**src/rtl/spcs_pkg.sv**
```systemverilog
// Purpose: constants and types for the serial potentiometer command slave
// Assumes: core_clk at 250 MHz; bus pins synchronised before use
// Notes: stored positions are held in flip-flops in this model
// What this block does
// Transmitter releases data after eight bits; receiver pulls low on ninth.
// Acknowledge matching address, instruction byte and each data byte.
// Stop after a stored-register write command starts the internal write.
// During internal write ignore inputs and never acknowledge an address.
// Master polls with start plus address until acknowledged.
// Upper four address bits must equal the device type code.
// Three address bits must match the address pins for execution.
// Address byte LSB selects direction: 1 read, 0 write.
// Instruction byte: opcode, zero, two select bits, two zeros.
// Read wiper with 1/100; write wiper with 0/101.
// Read stored register with 1/101; write it with 0/110.
// Copy stored to wiper with 1/110; wiper to stored with 0/111.
// Data commands carry two bytes: bits 9..8 first, then 7..0.
// Transfer commands are address and instruction only, then stop.
// Ten-bit wiper decodes to exactly one of 1024 taps.
// Wiper changes only by write, transfer, or power-up load.
// Wiper is volatile and reloaded, never assumed retained.
// Four ten-bit stored registers; changes finish within 10 ms.
// Stored-to-wiper acts after a short settle; reverse is a stored write.
// Write-protect low blocks every stored-register write.
// Sample data on clock rise, change outputs after clock fall.
// Detect start and stop; ignore everything until a start.
// Direct wiper write takes effect after final data acknowledge.
package spcs_pkg;
    localparam int unsigned CLK_MHZ = 250;
    localparam int unsigned CLK_PERIOD_NS = 1000 / CLK_MHZ;
    localparam int unsigned NV_WRITE_TIME_US = 5000;
    localparam int unsigned NV_WRITE_CYC = NV_WRITE_TIME_US * CLK_MHZ;
    localparam int unsigned NV_CNT_W = 21;
    localparam int unsigned WIPER_SETTLE_NS = 20;
    localparam int unsigned WIPER_SETTLE_CYC =
        (WIPER_SETTLE_NS + CLK_PERIOD_NS - 1) / CLK_PERIOD_NS;
    typedef logic [NV_CNT_W-1:0] spcs_nvcnt_t;
    localparam logic [3:0] SETTLE_LOAD = 4'(WIPER_SETTLE_CYC);
    localparam logic [3:0] BIT_COUNT_FULL = 4'h8;
    // Device type code, value arbitrary
    localparam logic [3:0] DEV_TYPE_DEFAULT = 4'hA;
    localparam logic [9:0] STORED_RESET = 10'h000;
    localparam logic [9:0] WIPER_RESET = 10'h000;
    localparam int unsigned ADDR_TYPE_LSB = 4;
    localparam int unsigned ADDR_PINS_LSB = 1;
    localparam int unsigned ADDR_RW_BIT = 0;
    localparam int unsigned INSTR_OP_LSB = 5;
    localparam int unsigned INSTR_ZERO_BIT = 4;
    localparam int unsigned INSTR_SEL_LSB = 2;
    localparam logic [2:0] OP_RD_WIPER = 3'h4;
    localparam logic [2:0] OP_WR_WIPER = 3'h5;
    localparam logic [2:0] OP_RD_STORED = 3'h5;
    localparam logic [2:0] OP_WR_STORED = 3'h6;
    localparam logic [2:0] OP_COPY_TO_WIPER = 3'h6;
    localparam logic [2:0] OP_COPY_TO_STORED = 3'h7;
    typedef enum logic [3:0] {
        ST_IDLE = 4'h0,
        ST_ADDR = 4'h1,
        ST_ACK_ADDR = 4'h2,
        ST_INSTR = 4'h3,
        ST_ACK_INSTR = 4'h4,
        ST_WDATA = 4'h5,
        ST_ACK_DATA = 4'h6,
        ST_RDATA = 4'h7,
        ST_RACK = 4'h8
    } spcs_st_e;
    typedef struct packed {
        spcs_st_e st;
        logic scl_q;
        logic sda_q;
        logic [7:0] shreg;
        logic [3:0] bitcnt;
        logic drv;
        logic rw;
        logic [2:0] op;
        logic [1:0] sel;
        logic byte1;
        logic [1:0] hi;
        logic [7:0] tx;
        logic mack;
        logic [9:0] wiper;
        logic [3:0][9:0] stored;
        logic nv_busy;
        spcs_nvcnt_t nv_cnt;
        logic [1:0] nv_sel;
        logic [9:0] nv_val;
        logic nv_pend;
        logic [3:0] settle_cnt;
        logic settle_pend;
        logic [9:0] settle_val;
        logic init_done;
    } spcs_state_s;
    localparam spcs_state_s STATE_RESET = '{
        st: ST_IDLE, scl_q: 1'b1, sda_q: 1'b1, wiper: WIPER_RESET,
        stored: {4{STORED_RESET}}, default: '0};
endpackage

```
**src/rtl/spcs_sync.sv**
```systemverilog
// Purpose: two-stage synchroniser for bus and strap pins
// Assumes: inputs are asynchronous to core_clk
// Notes: only the second stage is visible outside
`timescale 1ns/1ps
module spcs_sync #(
    parameter int unsigned W = 6
) (
    input wire logic core_clk,
    input wire logic arst_n,
    input wire logic [W-1:0] d,
    output logic [W-1:0] q
);
    typedef struct packed {
        logic [W-1:0] meta;
        logic [W-1:0] sync;
    } spcs_sync_s;
    spcs_sync_s s_r;
    spcs_sync_s s_nxt;

    always_comb begin
        s_nxt.meta = d;
        s_nxt.sync = s_r.meta;
    end

    always_ff @(posedge core_clk or negedge arst_n) begin
        if (!arst_n) begin
            s_r <= '1;
        end else begin
            s_r <= s_nxt;
        end
    end

    assign q = s_r.sync;
endmodule

```
**src/rtl/spcs_top.sv**
```systemverilog
// Purpose: two-wire slave and command logic of a serial potentiometer
// Assumes: master drives the serial clock; pins synchronised here
// Notes: tap decode follows the wiper register directly
`timescale 1ns/1ps
module spcs_top #(
    parameter int unsigned NV_WRITE_CYCLES = spcs_pkg::NV_WRITE_CYC,
    parameter logic [3:0] DEV_TYPE = spcs_pkg::DEV_TYPE_DEFAULT
) (
    input wire logic core_clk,
    input wire logic arst_n,
    input wire logic scl_i,
    input wire logic sda_i,
    output logic sda_o,
    output logic sda_oe,
    input wire logic [2:0] slave_addr_pins,
    input wire logic write_protect_n,
    output logic [9:0] wiper_position,
    output logic [1023:0] tap_sel,
    output logic nv_busy
);
    localparam spcs_pkg::spcs_nvcnt_t NV_LOAD =
        spcs_pkg::spcs_nvcnt_t'(NV_WRITE_CYCLES);

    spcs_pkg::spcs_state_s s_r;
    spcs_pkg::spcs_state_s s_nxt;
    logic [5:0] pins_s;
    logic scl_s;
    logic sda_s;
    logic wp_s;
    logic [2:0] addr_s;
    logic scl_rise;
    logic scl_fall;
    logic start_ev;
    logic stop_ev;
    logic rx_state;
    logic rx_done;
    logic addr_match;
    logic instr_ok;
    logic [2:0] in_op;
    logic wr_fire;
    logic settle_fire;
    logic wiper_load;

    function automatic logic [9:0] read_val(
        input logic [2:0] op,
        input logic [1:0] sel,
        input logic [9:0] wiper,
        input logic [3:0][9:0] stored
    );
        if (op == spcs_pkg::OP_RD_WIPER) begin
            read_val = wiper;
        end else begin
            read_val = stored[sel];
        end
    endfunction

    spcs_sync #(
        .W(6)
    ) u_sync (
        .core_clk(core_clk),
        .arst_n(arst_n),
        .d({scl_i, sda_i, write_protect_n, slave_addr_pins}),
        .q(pins_s)
    );

    assign scl_s = pins_s[5];
    assign sda_s = pins_s[4];
    assign wp_s = pins_s[3];
    assign addr_s = pins_s[2:0];

    // Edge and condition detection
    assign scl_rise = scl_s & ~s_r.scl_q;
    assign scl_fall = ~scl_s & s_r.scl_q;
    assign start_ev = scl_s & s_r.scl_q & s_r.sda_q & ~sda_s;
    assign stop_ev = scl_s & s_r.scl_q & ~s_r.sda_q & sda_s;

    assign rx_state = (s_r.st == spcs_pkg::ST_ADDR) ||
        (s_r.st == spcs_pkg::ST_INSTR) || (s_r.st == spcs_pkg::ST_WDATA);
    assign rx_done = scl_fall && (s_r.bitcnt == spcs_pkg::BIT_COUNT_FULL);

    // Address compare
    assign addr_match =
        (s_r.shreg[spcs_pkg::ADDR_TYPE_LSB +: 4] == DEV_TYPE) &&
        (s_r.shreg[spcs_pkg::ADDR_PINS_LSB +: 3] == addr_s);

    // Instruction decode
    assign in_op = s_r.shreg[spcs_pkg::INSTR_OP_LSB +: 3];
    always_comb begin
        instr_ok = ~s_r.shreg[spcs_pkg::INSTR_ZERO_BIT] &&
            (s_r.shreg[1:0] == 2'h0);
        if (s_r.rw) begin
            instr_ok = instr_ok && ((in_op == spcs_pkg::OP_RD_WIPER) ||
                (in_op == spcs_pkg::OP_RD_STORED) ||
                (in_op == spcs_pkg::OP_COPY_TO_WIPER));
        end else begin
            instr_ok = instr_ok && ((in_op == spcs_pkg::OP_WR_WIPER) ||
                (in_op == spcs_pkg::OP_WR_STORED) ||
                (in_op == spcs_pkg::OP_COPY_TO_STORED));
        end
    end

    assign wr_fire = (s_r.st == spcs_pkg::ST_ACK_DATA) && scl_fall &&
        !start_ev && !stop_ev && s_r.byte1 &&
        (s_r.op == spcs_pkg::OP_WR_WIPER);
    assign settle_fire = s_r.settle_pend && (s_r.settle_cnt == 4'h1);
    assign wiper_load = !s_r.init_done || settle_fire || wr_fire;

    always_comb begin
        logic [9:0] rd;
        logic [7:0] tx0;
        rd = read_val(s_r.op, s_r.sel, s_r.wiper, s_r.stored);
        tx0 = 8'h00;
        s_nxt = s_r;
        s_nxt.scl_q = scl_s;
        s_nxt.sda_q = sda_s;
        // Power-up load of the wiper from stored register zero
        if (!s_r.init_done) begin
            s_nxt.wiper = s_r.stored[0];
            s_nxt.init_done = 1'b1;
        end
        // Delayed stored-to-wiper transfer
        if (s_r.settle_pend) begin
            if (settle_fire) begin
                s_nxt.wiper = s_r.settle_val;
                s_nxt.settle_pend = 1'b0;
            end else begin
                s_nxt.settle_cnt = s_r.settle_cnt - 4'h1;
            end
        end
        // Internal stored-register write cycle
        if (s_r.nv_busy) begin
            if (s_r.nv_cnt == spcs_pkg::spcs_nvcnt_t'(1)) begin
                s_nxt.stored[s_r.nv_sel] = s_r.nv_val;
                s_nxt.nv_busy = 1'b0;
            end else begin
                s_nxt.nv_cnt = s_r.nv_cnt - spcs_pkg::spcs_nvcnt_t'(1);
            end
        end
        if (rx_state && scl_rise) begin
            s_nxt.shreg = {s_r.shreg[6:0], sda_s};
            s_nxt.bitcnt = s_r.bitcnt + 4'h1;
        end
        if (start_ev) begin
            s_nxt.drv = 1'b0;
            s_nxt.bitcnt = 4'h0;
            s_nxt.byte1 = 1'b0;
            s_nxt.nv_pend = 1'b0;
            // Busy device stays deaf so polling gets no acknowledge
            if (s_r.nv_busy) begin
                s_nxt.st = spcs_pkg::ST_IDLE;
            end else begin
                s_nxt.st = spcs_pkg::ST_ADDR;
            end
        end else if (stop_ev) begin
            s_nxt.drv = 1'b0;
            s_nxt.st = spcs_pkg::ST_IDLE;
            s_nxt.nv_pend = 1'b0;
            if (s_r.nv_pend && wp_s) begin
                s_nxt.nv_busy = 1'b1;
                s_nxt.nv_cnt = NV_LOAD;
            end
        end else begin
            case (s_r.st)
                spcs_pkg::ST_ADDR: begin
                    if (rx_done) begin
                        if (addr_match) begin
                            s_nxt.drv = 1'b1;
                            s_nxt.rw =
                                s_r.shreg[spcs_pkg::ADDR_RW_BIT];
                            s_nxt.st = spcs_pkg::ST_ACK_ADDR;
                        end else begin
                            s_nxt.st = spcs_pkg::ST_IDLE;
                        end
                    end
                end
                spcs_pkg::ST_ACK_ADDR: begin
                    if (scl_fall) begin
                        s_nxt.drv = 1'b0;
                        s_nxt.bitcnt = 4'h0;
                        s_nxt.st = spcs_pkg::ST_INSTR;
                    end
                end
                spcs_pkg::ST_INSTR: begin
                    if (rx_done) begin
                        if (instr_ok) begin
                            s_nxt.drv = 1'b1;
                            s_nxt.op = in_op;
                            s_nxt.sel =
                                s_r.shreg[spcs_pkg::INSTR_SEL_LSB +: 2];
                            s_nxt.st = spcs_pkg::ST_ACK_INSTR;
                        end else begin
                            s_nxt.st = spcs_pkg::ST_IDLE;
                        end
                    end
                end
                spcs_pkg::ST_ACK_INSTR: begin
                    if (scl_fall) begin
                        s_nxt.drv = 1'b0;
                        s_nxt.bitcnt = 4'h0;
                        if (s_r.rw &&
                            s_r.op == spcs_pkg::OP_COPY_TO_WIPER) begin
                            s_nxt.settle_val = s_r.stored[s_r.sel];
                            s_nxt.settle_cnt = spcs_pkg::SETTLE_LOAD;
                            s_nxt.settle_pend = 1'b1;
                            s_nxt.st = spcs_pkg::ST_IDLE;
                        end else if (!s_r.rw &&
                            s_r.op == spcs_pkg::OP_COPY_TO_STORED) begin
                            s_nxt.nv_pend = 1'b1;
                            s_nxt.nv_sel = s_r.sel;
                            s_nxt.nv_val = s_r.wiper;
                            s_nxt.st = spcs_pkg::ST_IDLE;
                        end else if (s_r.rw) begin
                            tx0 = {6'h00, rd[9:8]};
                            s_nxt.drv = ~tx0[7];
                            s_nxt.tx = {tx0[6:0], 1'b0};
                            s_nxt.bitcnt = 4'h1;
                            s_nxt.st = spcs_pkg::ST_RDATA;
                        end else begin
                            s_nxt.st = spcs_pkg::ST_WDATA;
                        end
                    end
                end
                spcs_pkg::ST_WDATA: begin
                    if (rx_done) begin
                        s_nxt.drv = 1'b1;
                        s_nxt.st = spcs_pkg::ST_ACK_DATA;
                        if (!s_r.byte1) begin
                            s_nxt.hi = s_r.shreg[1:0];
                        end
                    end
                end
                spcs_pkg::ST_ACK_DATA: begin
                    if (scl_fall) begin
                        s_nxt.drv = 1'b0;
                        s_nxt.bitcnt = 4'h0;
                        if (!s_r.byte1) begin
                            s_nxt.byte1 = 1'b1;
                            s_nxt.st = spcs_pkg::ST_WDATA;
                        end else begin
                            if (wr_fire) begin
                                s_nxt.wiper = {s_r.hi, s_r.shreg};
                            end else begin
                                s_nxt.nv_pend = 1'b1;
                                s_nxt.nv_sel = s_r.sel;
                                s_nxt.nv_val = {s_r.hi, s_r.shreg};
                            end
                            s_nxt.st = spcs_pkg::ST_IDLE;
                        end
                    end
                end
                spcs_pkg::ST_RDATA: begin
                    if (scl_fall) begin
                        if (s_r.bitcnt == spcs_pkg::BIT_COUNT_FULL) begin
                            s_nxt.drv = 1'b0;
                            s_nxt.st = spcs_pkg::ST_RACK;
                        end else begin
                            s_nxt.drv = ~s_r.tx[7];
                            s_nxt.tx = {s_r.tx[6:0], 1'b0};
                            s_nxt.bitcnt = s_r.bitcnt + 4'h1;
                        end
                    end
                end
                spcs_pkg::ST_RACK: begin
                    if (scl_rise) begin
                        s_nxt.mack = ~sda_s;
                    end else if (scl_fall) begin
                        if (s_r.mack && !s_r.byte1) begin
                            tx0 = rd[7:0];
                            s_nxt.byte1 = 1'b1;
                            s_nxt.drv = ~tx0[7];
                            s_nxt.tx = {tx0[6:0], 1'b0};
                            s_nxt.bitcnt = 4'h1;
                            s_nxt.st = spcs_pkg::ST_RDATA;
                        end else begin
                            s_nxt.st = spcs_pkg::ST_IDLE;
                        end
                    end
                end
                default: begin
                    s_nxt.st = spcs_pkg::ST_IDLE;
                end
            endcase
        end
    end

    always_ff @(posedge core_clk or negedge arst_n) begin
        if (!arst_n) begin
            s_r <= spcs_pkg::STATE_RESET;
        end else begin
            s_r <= s_nxt;
        end
    end

    assign sda_o = 1'b0;
    assign sda_oe = s_r.drv;
    assign wiper_position = s_r.wiper;
    assign nv_busy = s_r.nv_busy;
    assign tap_sel = {{1023{1'b0}}, 1'b1} << s_r.wiper;
endmodule

```
**config.mk**
```make
export PLATFORM = sky130hd
export DESIGN_NAME = spcs_top
export DESIGN_NICKNAME = d
export VERILOG_FILES = /design/src/rtl/spcs_pkg.sv /design/src/rtl/spcs_sync.sv /design/src/rtl/spcs_top.sv
export SDC_FILE = /design/constraint.sdc
export NUM_CORES = 1
export LEC_CHECK = 0
export ABC_AREA = 1
export BUFFER_PORTS_ARGS = -buffer_cell sky130_fd_sc_hd__buf_4
export CORE_AREA = 2 2 403 405
export DETAILED_ROUTE_END_ITERATION = 16
export DIE_AREA = 0 0 405 407
export PLACE_DENSITY_LB_ADDON = 0.25
export SETUP_SLACK_MARGIN = 0.05
export SLEW_MARGIN = 25
export SYNTH_ARGS = -nofsm -noshare
export SYNTH_HDL_FRONTEND = slang
export SYNTH_HIERARCHICAL = 1
export SYNTH_SLANG_ARGS = --single-unit
```
**constraint.sdc**
```tcl
create_clock -name core_clk -period 1.6 [get_ports core_clk]
set_input_delay 0.16 -clock core_clk [delete_from_list [all_inputs] [get_ports core_clk]]
set_output_delay 0.16 -clock core_clk [all_outputs]
set_load 0.03 [all_outputs]
```
Word-level counts from Yosys, hierarchy flattened
Index checks and enable logic that the tools add are counted.

storage, ports and cells
  output and inout bits = 1037
  input bits = 8
  register bits after elaboration = 150
  logic and storage cells = 259

cells by class
  shifts and indexed selects = 1
  reductions and logical operators = 46
  order comparisons = 3
  bitwise gates (word level) = 17
  mux-type cells = 103
  equal/unequal tests = 57
  $add $sub $neg = 3

operators with widths
  cell                                                   count
  << shifter 1 x 10 -> 1024 bit (first input constant)   1
  2-to-1 mux 10 bit                                      11
  2-to-1 mux 22 bit                                      4
  2-to-1 mux 4 bit                                       18
  2-to-1 mux 8 bit                                       9
  inequality test 4 bit (second input constant)          17
  2-to-1 mux 13 bit                                      5
  2-to-1 mux 15 bit                                      4
  bitwise mux 40 bit                                     1
  2-to-1 mux 5 bit                                       8
  2-to-1 mux 34 bit                                      1
  one-hot mux 4 bit (8 select lines)                     1
  2-to-1 mux 28 bit                                      1
  inequality test 2 bit (second input constant)          14
  one-hot mux 13 bit (2 select lines)                    1
  equality test 3 bit (second input constant)            8
  one-hot mux 8 bit (3 select lines)                     1
  AND reduction 12 bit                                   2
  equality test 21 x 1 -> 1 bit (second input constant)  1
  2-to-1 mux 21 bit                                      1
  subtractor 21 x 1 -> 21 bit (second input constant)    1
  binary-select mux 10 bit (select 2 bit)                1
  demux 10 bit (select 2 bit)                            1
  2-to-1 mux 2 bit                                       10
  other kinds (35)                                       108

Logic depth before layout (Yosys ltp)
Gate-level depths: netlist of run 1.

  depth in word-level cells = 14
  gate-level depth with buffers = 12
  depth with buffers taken out = 11

By module
Netlist of run 1, hierarchy kept.

by module, submodules not included
  module     seq. area each (µm²)  area an instance (µm²)  instances  cells an instance
  spcs_top   3430.8                16079.2                 1          2987
  spcs_sync  315.3                 315.3                   1          12

Least setup slack after synthesis of run 1
No wires, ideal clock.

  path kind = reg-to-output
  from = register s_r (netlist bit wiper_position[2])
  to = output port tap_sel[0]
  path buffers = 1
  slack = -415 ps
  arrival time = 1855 ps
  stages on the path, launching flop included = 7
  data required time = 1440 ps
  cells stage by stage = dfrtp_1 > inv_1 > clkbuf_1 > nand4_1 > nor2_1 > nand4_1 > nor2_1

on the way
  cells in the longest elaborated chain, start to end = 1

RTL lines
  element                        line             RTL
  start: declaration             spcs_top.sv:24   spcs_pkg::spcs_state_s s_r;
  start signal: assignment       spcs_top.sv:288  s_r <= spcs_pkg::STATE_RESET;
  start signal: assignment       spcs_top.sv:290  s_r <= s_nxt;
  << shifter 1 x 10 -> 1024 bit  spcs_top.sv:298  assign tap_sel = {{1023{1'b0}}, 1'b1} << s_r.wiper;
  end: declaration               spcs_top.sv:18   output logic [1023:0] tap_sel,

No other way between the ends.

Worst setup path in the final report of run 1
  from = register s_r (netlist bit wiper_position[0])
  to = output port tap_sel[433]

Same word-level chain as after synthesis.

==> flow_summary.toml, run 1 <==
[critical_path]
end_kind = "primary output"
worst_r2r_endpoint = "s_r[136]"
critPathArrivalTime_ns = 2.55
critPathSlowestCell = "dfrtp_2"
cpPeakStageDelay_ns = 0.41
cpMostUsedCell = "nor2_4"
setup.worst_path.start = "wiper_position[0]"
crit_family = "buffers and inverters"
cp.buffers_inverters = 7
cp_num_cells = 12
cp.required_ns = 1.44
worst_setup_path_start_kind = "register"
cp_cell_sequence = "inv_2 > nor2_4 > buf_4 > nand4_1 > buf_4 > nor2_4 > buf_12 > buf_12 > nand4_1 > buf_6 > nor2_4 > buf_6"
rrSetupSlack_ns = -0.40
ff2ff_path_depth = 10
r2r_start = "s_r[133]"
critPathCapture = "tap_sel[433]"
critPathKind = "reg -> out"
cp_max_fo = 7

[routing]
detail-route-antenna-nets = 0
drt_wl_total_um = 180000
route.detailed.drc = 0
dr.pass1.iters = 5
post_drt_wl_per_cell_um = 26.6
vias_per_cell = 4.27
vias = 28900
drtIter0Drc = 1893

[timing]
finalHoldViolCount = 0
fmaxAchievable_mhz = 369
min_period_ns = 2.71
rsz0062_at_grt = "yes"
slew_viol_final = 0
min_period_over_period_pct = 169
finalSetupViolations = 1153
fin_skew_ns = 0.0135
setup_slack_ns = -1.11

[power_and_ir_drop]
switching_power_w = 0.00417
peakVddDrop_mv = 0.817
pwr-share-comb_pct = 28.0
swShare_pct = 37.4
p_leak_nw = 17.5
p_clk_share_pct = 37.2
powerDensity_nw_per_um2 = 254
seqPwrFrac_pct = 34.8
p_int_w = 0.00700

[logic_synthesis]
synth_ff_type = "dfrtp_1"
yosysWarnings = 6
synth.distinct_cells = 35
syn_inst = 2999
yosysSeqAreaShare_pct = 22.8
synthesis.area_um2 = 16400
async_flop_share_pct = 100
syn_nets = 3013
synth_edf_count = 0
ys_ff_latch = 149
avgSynthCellArea_um2 = 5.47

[flow_run]
cap_violations = 0

[floorplan]
die_w_um = 405
die_area_um2 = 165000
placementRows = 147
core_um2 = 160000
initial_utilization_pct = 10.2
pin_count = 1045
die_y_um = 407

[outcome]
status = "finished with violations"
violations = "negative setup slack"

[clock_network]
cts_buffers = 17
cts_tree = "yes"
clk_latency_ns = 0.45
clk_pin_slew_worst_paths_ns = 0.08
htreeDepth = 4
cts-root-buf = "clkbuf_16"
clockBufferDepth = 2
cts.sinks = 149

[global_route]
grt_pass1_vias = 27900
grt_max_degree = 51
grt_pass1_wl_um = 240000
grt_usage_pct = 20.8
antenna_found_initial = 2
grt-ovfl-total = 0

[layout]
layout_common_cells = "buf_4 (1343), nor2_4 (791), nand4_1 (433), buf_6 (357), nor2_1 (353)"
nets = 4617
synthToLayoutAreaGrowth_pct = 168
final_common_cell = "buf_4"
layout-drive-gt1-share_pct = 64.0
finalNonFillerCells = 6778

[placement]
routabilityCongestion = 0.925
hpwlAfterDp_um = 153000
pre_cts_ws_ns = -0.982
dpl.cell_count = 6672
portBuffers = 1043

[min_path]
hp-class = "in -> async"
worst reg2reg max path, stage by stage (launching register included):
cell and delay [ns]:
dfstp_2 0.53, inv_1 0.03, nor2_1 0.21, buf_4 0.27, buf_4 0.20, o21ai_0 0.11, nand2_1 0.09, nand2_1 0.06
nor2_1 0.26, nand3_1 0.13, nand2_1 0.07
registers in the layout (all words and copies together), names as in the netlist:
name and flops:
u_sync/q 6, in_op 3, sda_oe 1, u_sync/s_nxt 6, nv_busy 1, s_r 122, wiper_position 10
repair_timing:
action,4_1_cts,5_1_grt
setup endpoints to repair,1161,1165
setup buffers,27,38
hold buffers,7,0
cloned,1,0
pin swaps,36,124
resized for setup,254,574
endpoints found under the hold margin,149,0
cells in the mapped netlist, types with 2 or more instances:
| cell | count | area share [%] |
|---|---|---|
| nor2_1 | 1198 | 27 |
| nand4_1 | 433 | 17 |
| nand2_1 | 336 | 7.7 |
| nand3_1 | 249 | 7.6 |
| clkbuf_1 | 233 | 5.3 |
| dfrtp_1 | 135 | 21 |
| o21ai_0 | 105 | 3.2 |
| buf_1 | 84 | 1.9 |
| inv_1 | 75 | 1.7 |
| a21oi_1 | 27 | 0.82 |
| dfstp_2 | 14 | 2.2 |
| buf_2 | 13 | 0.40 |
| a31oi_1 | 11 | 0.42 |
| buf_4 | 11 | 0.50 |
| nor3_2 | 11 | 0.67 |
| o211ai_1 | 11 | 0.50 |
| xnor2_1 | 7 | 0.37 |
| ha_1 | 6 | 0.46 |
| inv_2 | 6 | 0.14 |
| nor3_1 | 6 | 0.18 |
| nand3b_1 | 5 | 0.23 |
| mux2_2 | 4 | 0.27 |
| clkinv_1 | 3 | 0.069 |
| conb_1 | 2 | 0.046 |
| nor2_2 | 2 | 0.076 |
| or2_2 | 2 | 0.076 |
| xor2_1 | 2 | 0.11 |
metal layers:
metal	vias up	part of all wire (%)	track usage, %
met5	-	0	0
met2	1183	45	33.1
li1	13300	-	-
met3	189	9.4	6.90
met4	0	4.4	7.29
met1	14200	41	26.0
through the flow:
| stage | utilization (%) | total power, W | hold slack, ns | area, µm² | setup TNS [ns] |
|---|---|---|---|---|---|
| 4_1_cts | 25.7 | 0.0112 | 0.169 | 41200 | -1009.76 |
| 3_3_place_gp | 24.5 | 0.00694 | 0.0945 | 39300 | -520.74 |
| 6_report | 27.5 | 0.0112 | 0.196 | 44000 | -967.74 |
| 2_1_floorplan | - | 0.00548 | -0.136 | 22200 | -195.40 |
| 5_1_grt | 27.5 | 0.0116 | 0.201 | 44000 | -1118.67 |
| 3_5_place_dp | 24.5 | 0.00694 | 0.0928 | 39300 | -513.72 |
power by group through the flow:
stage	logic [W]	clock network, W	registers [W]
after global routing	0.00330	0.00443	0.00389
after global placement	0.00298	0	0.00395
after detailed placement	0.00298	0	0.00395
after CTS	0.00307	0.00426	0.00388
final	0.00313	0.00416	0.00389
after floorplan	0.00154	0	0.00393
kinds of logic (layout without fill, tap and decap cells):
logic type               Yosys count  count (layout)  synth area share [%]
AND/OR/NAND/NOR                 2244            2244                  60.6
buffers and inverters            426            2043                  10.1
AO/OA/AOI/OAI                    159             159                  5.18
flip-flops                       149             149                  22.8
XOR/XNOR                           9               9                 0.481
adder cells (fa/ha/maj)            6               6                 0.458
multiplexers                       4               4                 0.275
other                              2               4                0.0458
cell type report:
cell class | instances | area, µm²
clock inverter | 15 | 178
clock buffer | 17 | 425
inverter | 84 | 355
tap | 2160 | 2700
sequential | 149 | 3770
fill | 17500 | 116000
antenna | 2 | 5.00
timing repair buffer | 1927 | 18400
multi-input combinational | 2424 | 18200
how the worst min path moves through the flow:
| stage | from | to | slack (ns) | cells after the start |
|---|---|---|---|---|
| final | arst_n | s_r[118] | 0.20 | 2 |
| after CTS | arst_n | s_r[112] | 0.17 | 2 |
| after floorplan | arst_n | in_op[0] | -0.14 | 0 |
| after global placement | arst_n | s_r[117] | 0.09 | 1 |
| after global routing | arst_n | s_r[118] | 0.20 | 2 |
| after detailed placement | arst_n | s_r[117] | 0.09 | 1 |
Power figures use the tool's default switching activity.
==> run 2, diff against run 1 <==
MAX_ROUTING_LAYER = met4   (was unset)
PLACE_DENSITY_LB_ADDON = unset   (was 0.25)
==> flow_summary.toml, run 2 (synthesis gave the netlist of run 1 again) <==
[outcome]
status = "finished with violations"
violations = "negative setup slack"

[timing]
min_period_ns = 2.78
min_period_over_period_pct = 174
setup_slack_ns = -1.18
finalSetupViolations = 1153
fmaxAchievable_mhz = 360
rsz0062_at_grt = "yes"
tns_ns = -976.91
slew_viol_final = 0
fin_skew_ns = 0.00798
finalHoldViolCount = 0

[power_and_ir_drop]
powerDensity_nw_per_um2 = 249
peakVddDrop_mv = 0.693
p_leak_nw = 18.2

[layout]
final_common_cell = "buf_4"
layout-drive-gt1-share_pct = 64.5
nets = 4691
synthToLayoutAreaGrowth_pct = 183
layout_common_cells = "buf_4 (1056), nor2_4 (785), buf_6 (685), nand4_1 (433), nor2_1 (354)"
top_register = "s_r"
stdcell_area_um2 = 46300
largest_reg_flops = 122

[global_route]
grt_pass1_vias = 28800
antenna_found_initial = 5
grt_max_degree = 52
grt_pass1_wl_um = 238000
grt_usage_pct = 21.1
grt-ovfl-total = 0

[min_path]
hp-class = "in -> async"

[routing]
drt_wl_total_um = 178000
detail-route-antenna-nets = 0
route.detailed.drc = 0
vias_per_cell = 4.37
drtIter0Drc = 2295
post_drt_wl_per_cell_um = 26.0
vias = 29900
dr.pass1.iters = 6

[critical_path]
worst_setup_path_start_kind = "register"
end_kind = "primary output"
cp.required_ns = 1.44
critPathKind = "reg -> out"
cp_max_fo = 6
critPathArrivalTime_ns = 2.62

[floorplan]
pin_count = 1045
die_area_um2 = 165000
placementRows = 147
die_w_um = 405
die_y_um = 407
initial_utilization_pct = 10.2
core_um2 = 160000

[clock_network]
cts.sinks = 149
clk_pin_slew_worst_paths_ns = 0.07
clockBufferDepth = 2
cts_buffers = 17
cts_tree = "yes"
clk_latency_ns = 0.45
htreeDepth = 4
cts-root-buf = "clkbuf_16"

[placement]
postPlaceCellArea_um2 = 39500
pre_cts_ws_ns = -0.990
routabilityCongestion = 0.999
hpwlAfterDp_um = 151000
portBuffers = 1043

[flow_run]
cap_violations = 0
[run 2: through the flow]
| stage | util (%) | power (W) | instances | hold WS [ns] |
|---|---|---|---|---|
| floorplan | - | 0.00548 | 2999 | -0.136 |
| global placement | 24.7 | 0.00691 | 6672 | 0.0452 |
| detailed placement | 24.7 | 0.00693 | 6672 | 0.0484 |
| CTS | 28.3 | 0.0116 | 6828 | 0.152 |
| global route | 28.9 | 0.0119 | 6852 | 0.165 |
| finish | 28.9 | 0.0115 | 6857 | 0.153 |
[run 2: final timing paths]
path                                    from           endpoint  slack, ns  depth (start not counted)
max                        wiper_position[1]       tap_sel[112]      -1.18                         10
min                                   arst_n            s_r[43]       0.15                          2
max reg2reg                         s_r[136]            s_r[18]      -0.33                         10
min reg2reg                  u_sync/s_nxt[5]        u_sync/q[5]       0.36                          0
max in group asynchronous             arst_n  wiper_position[5]       0.83                          3
min in group core_clk        u_sync/s_nxt[5]        u_sync/q[5]       0.36                          0
[run 2: report_power, final]
group | internal, W | leakage (nW) | switching (W)
Clock | 0.00264 | 0.307 | 0.00182
Combinational | 0.00110 | 15.9 | 0.00208
Sequential | 0.00383 | 2.00 | 0.0000560
[run 2: layer usage]
layer | up-vias | GRT usage, % | part of all wire, %
met4 | 0 | 8.18 | 4.7
met3 | 209 | 4.73 | 7.5
met2 | 1393 | 33.6 | 47
met1 | 14800 | 25.8 | 41
met5 | - | - | 0
li1 | 13500 | - | -
[run 2: final cells by class]
class / count / area [µm²]
inverter: 84 / 365
tap: 2160 / 2700
multi-input combinational: 2424 / 18300
fill: 17000 / 114000
antenna: 7 / 17.5
sequential: 149 / 3770
clock inverter: 13 / 195
clock buffer: 19 / 433
timing repair buffer: 2001 / 20600
[run 2: critical path, stage by stage (launching register included)]
cell and delay, ns:
dfrtp_2 0.45, buf_12 0.14, nor2_4 0.18, nand4_1 0.23
buf_4 0.21, nor2_4 0.14, buf_12 0.14, buf_12 0.10
nand4_1 0.20, nor2_4 0.21, buf_6 0.15
[run 2: timing repair]
action,4_1_cts,5_1_grt
hold buffers,7,0
pin swaps,183,129
setup buffers,121,23
endpoints found under the hold margin,141,0
setup endpoints to repair,1160,1165
gates resized for setup,983,206
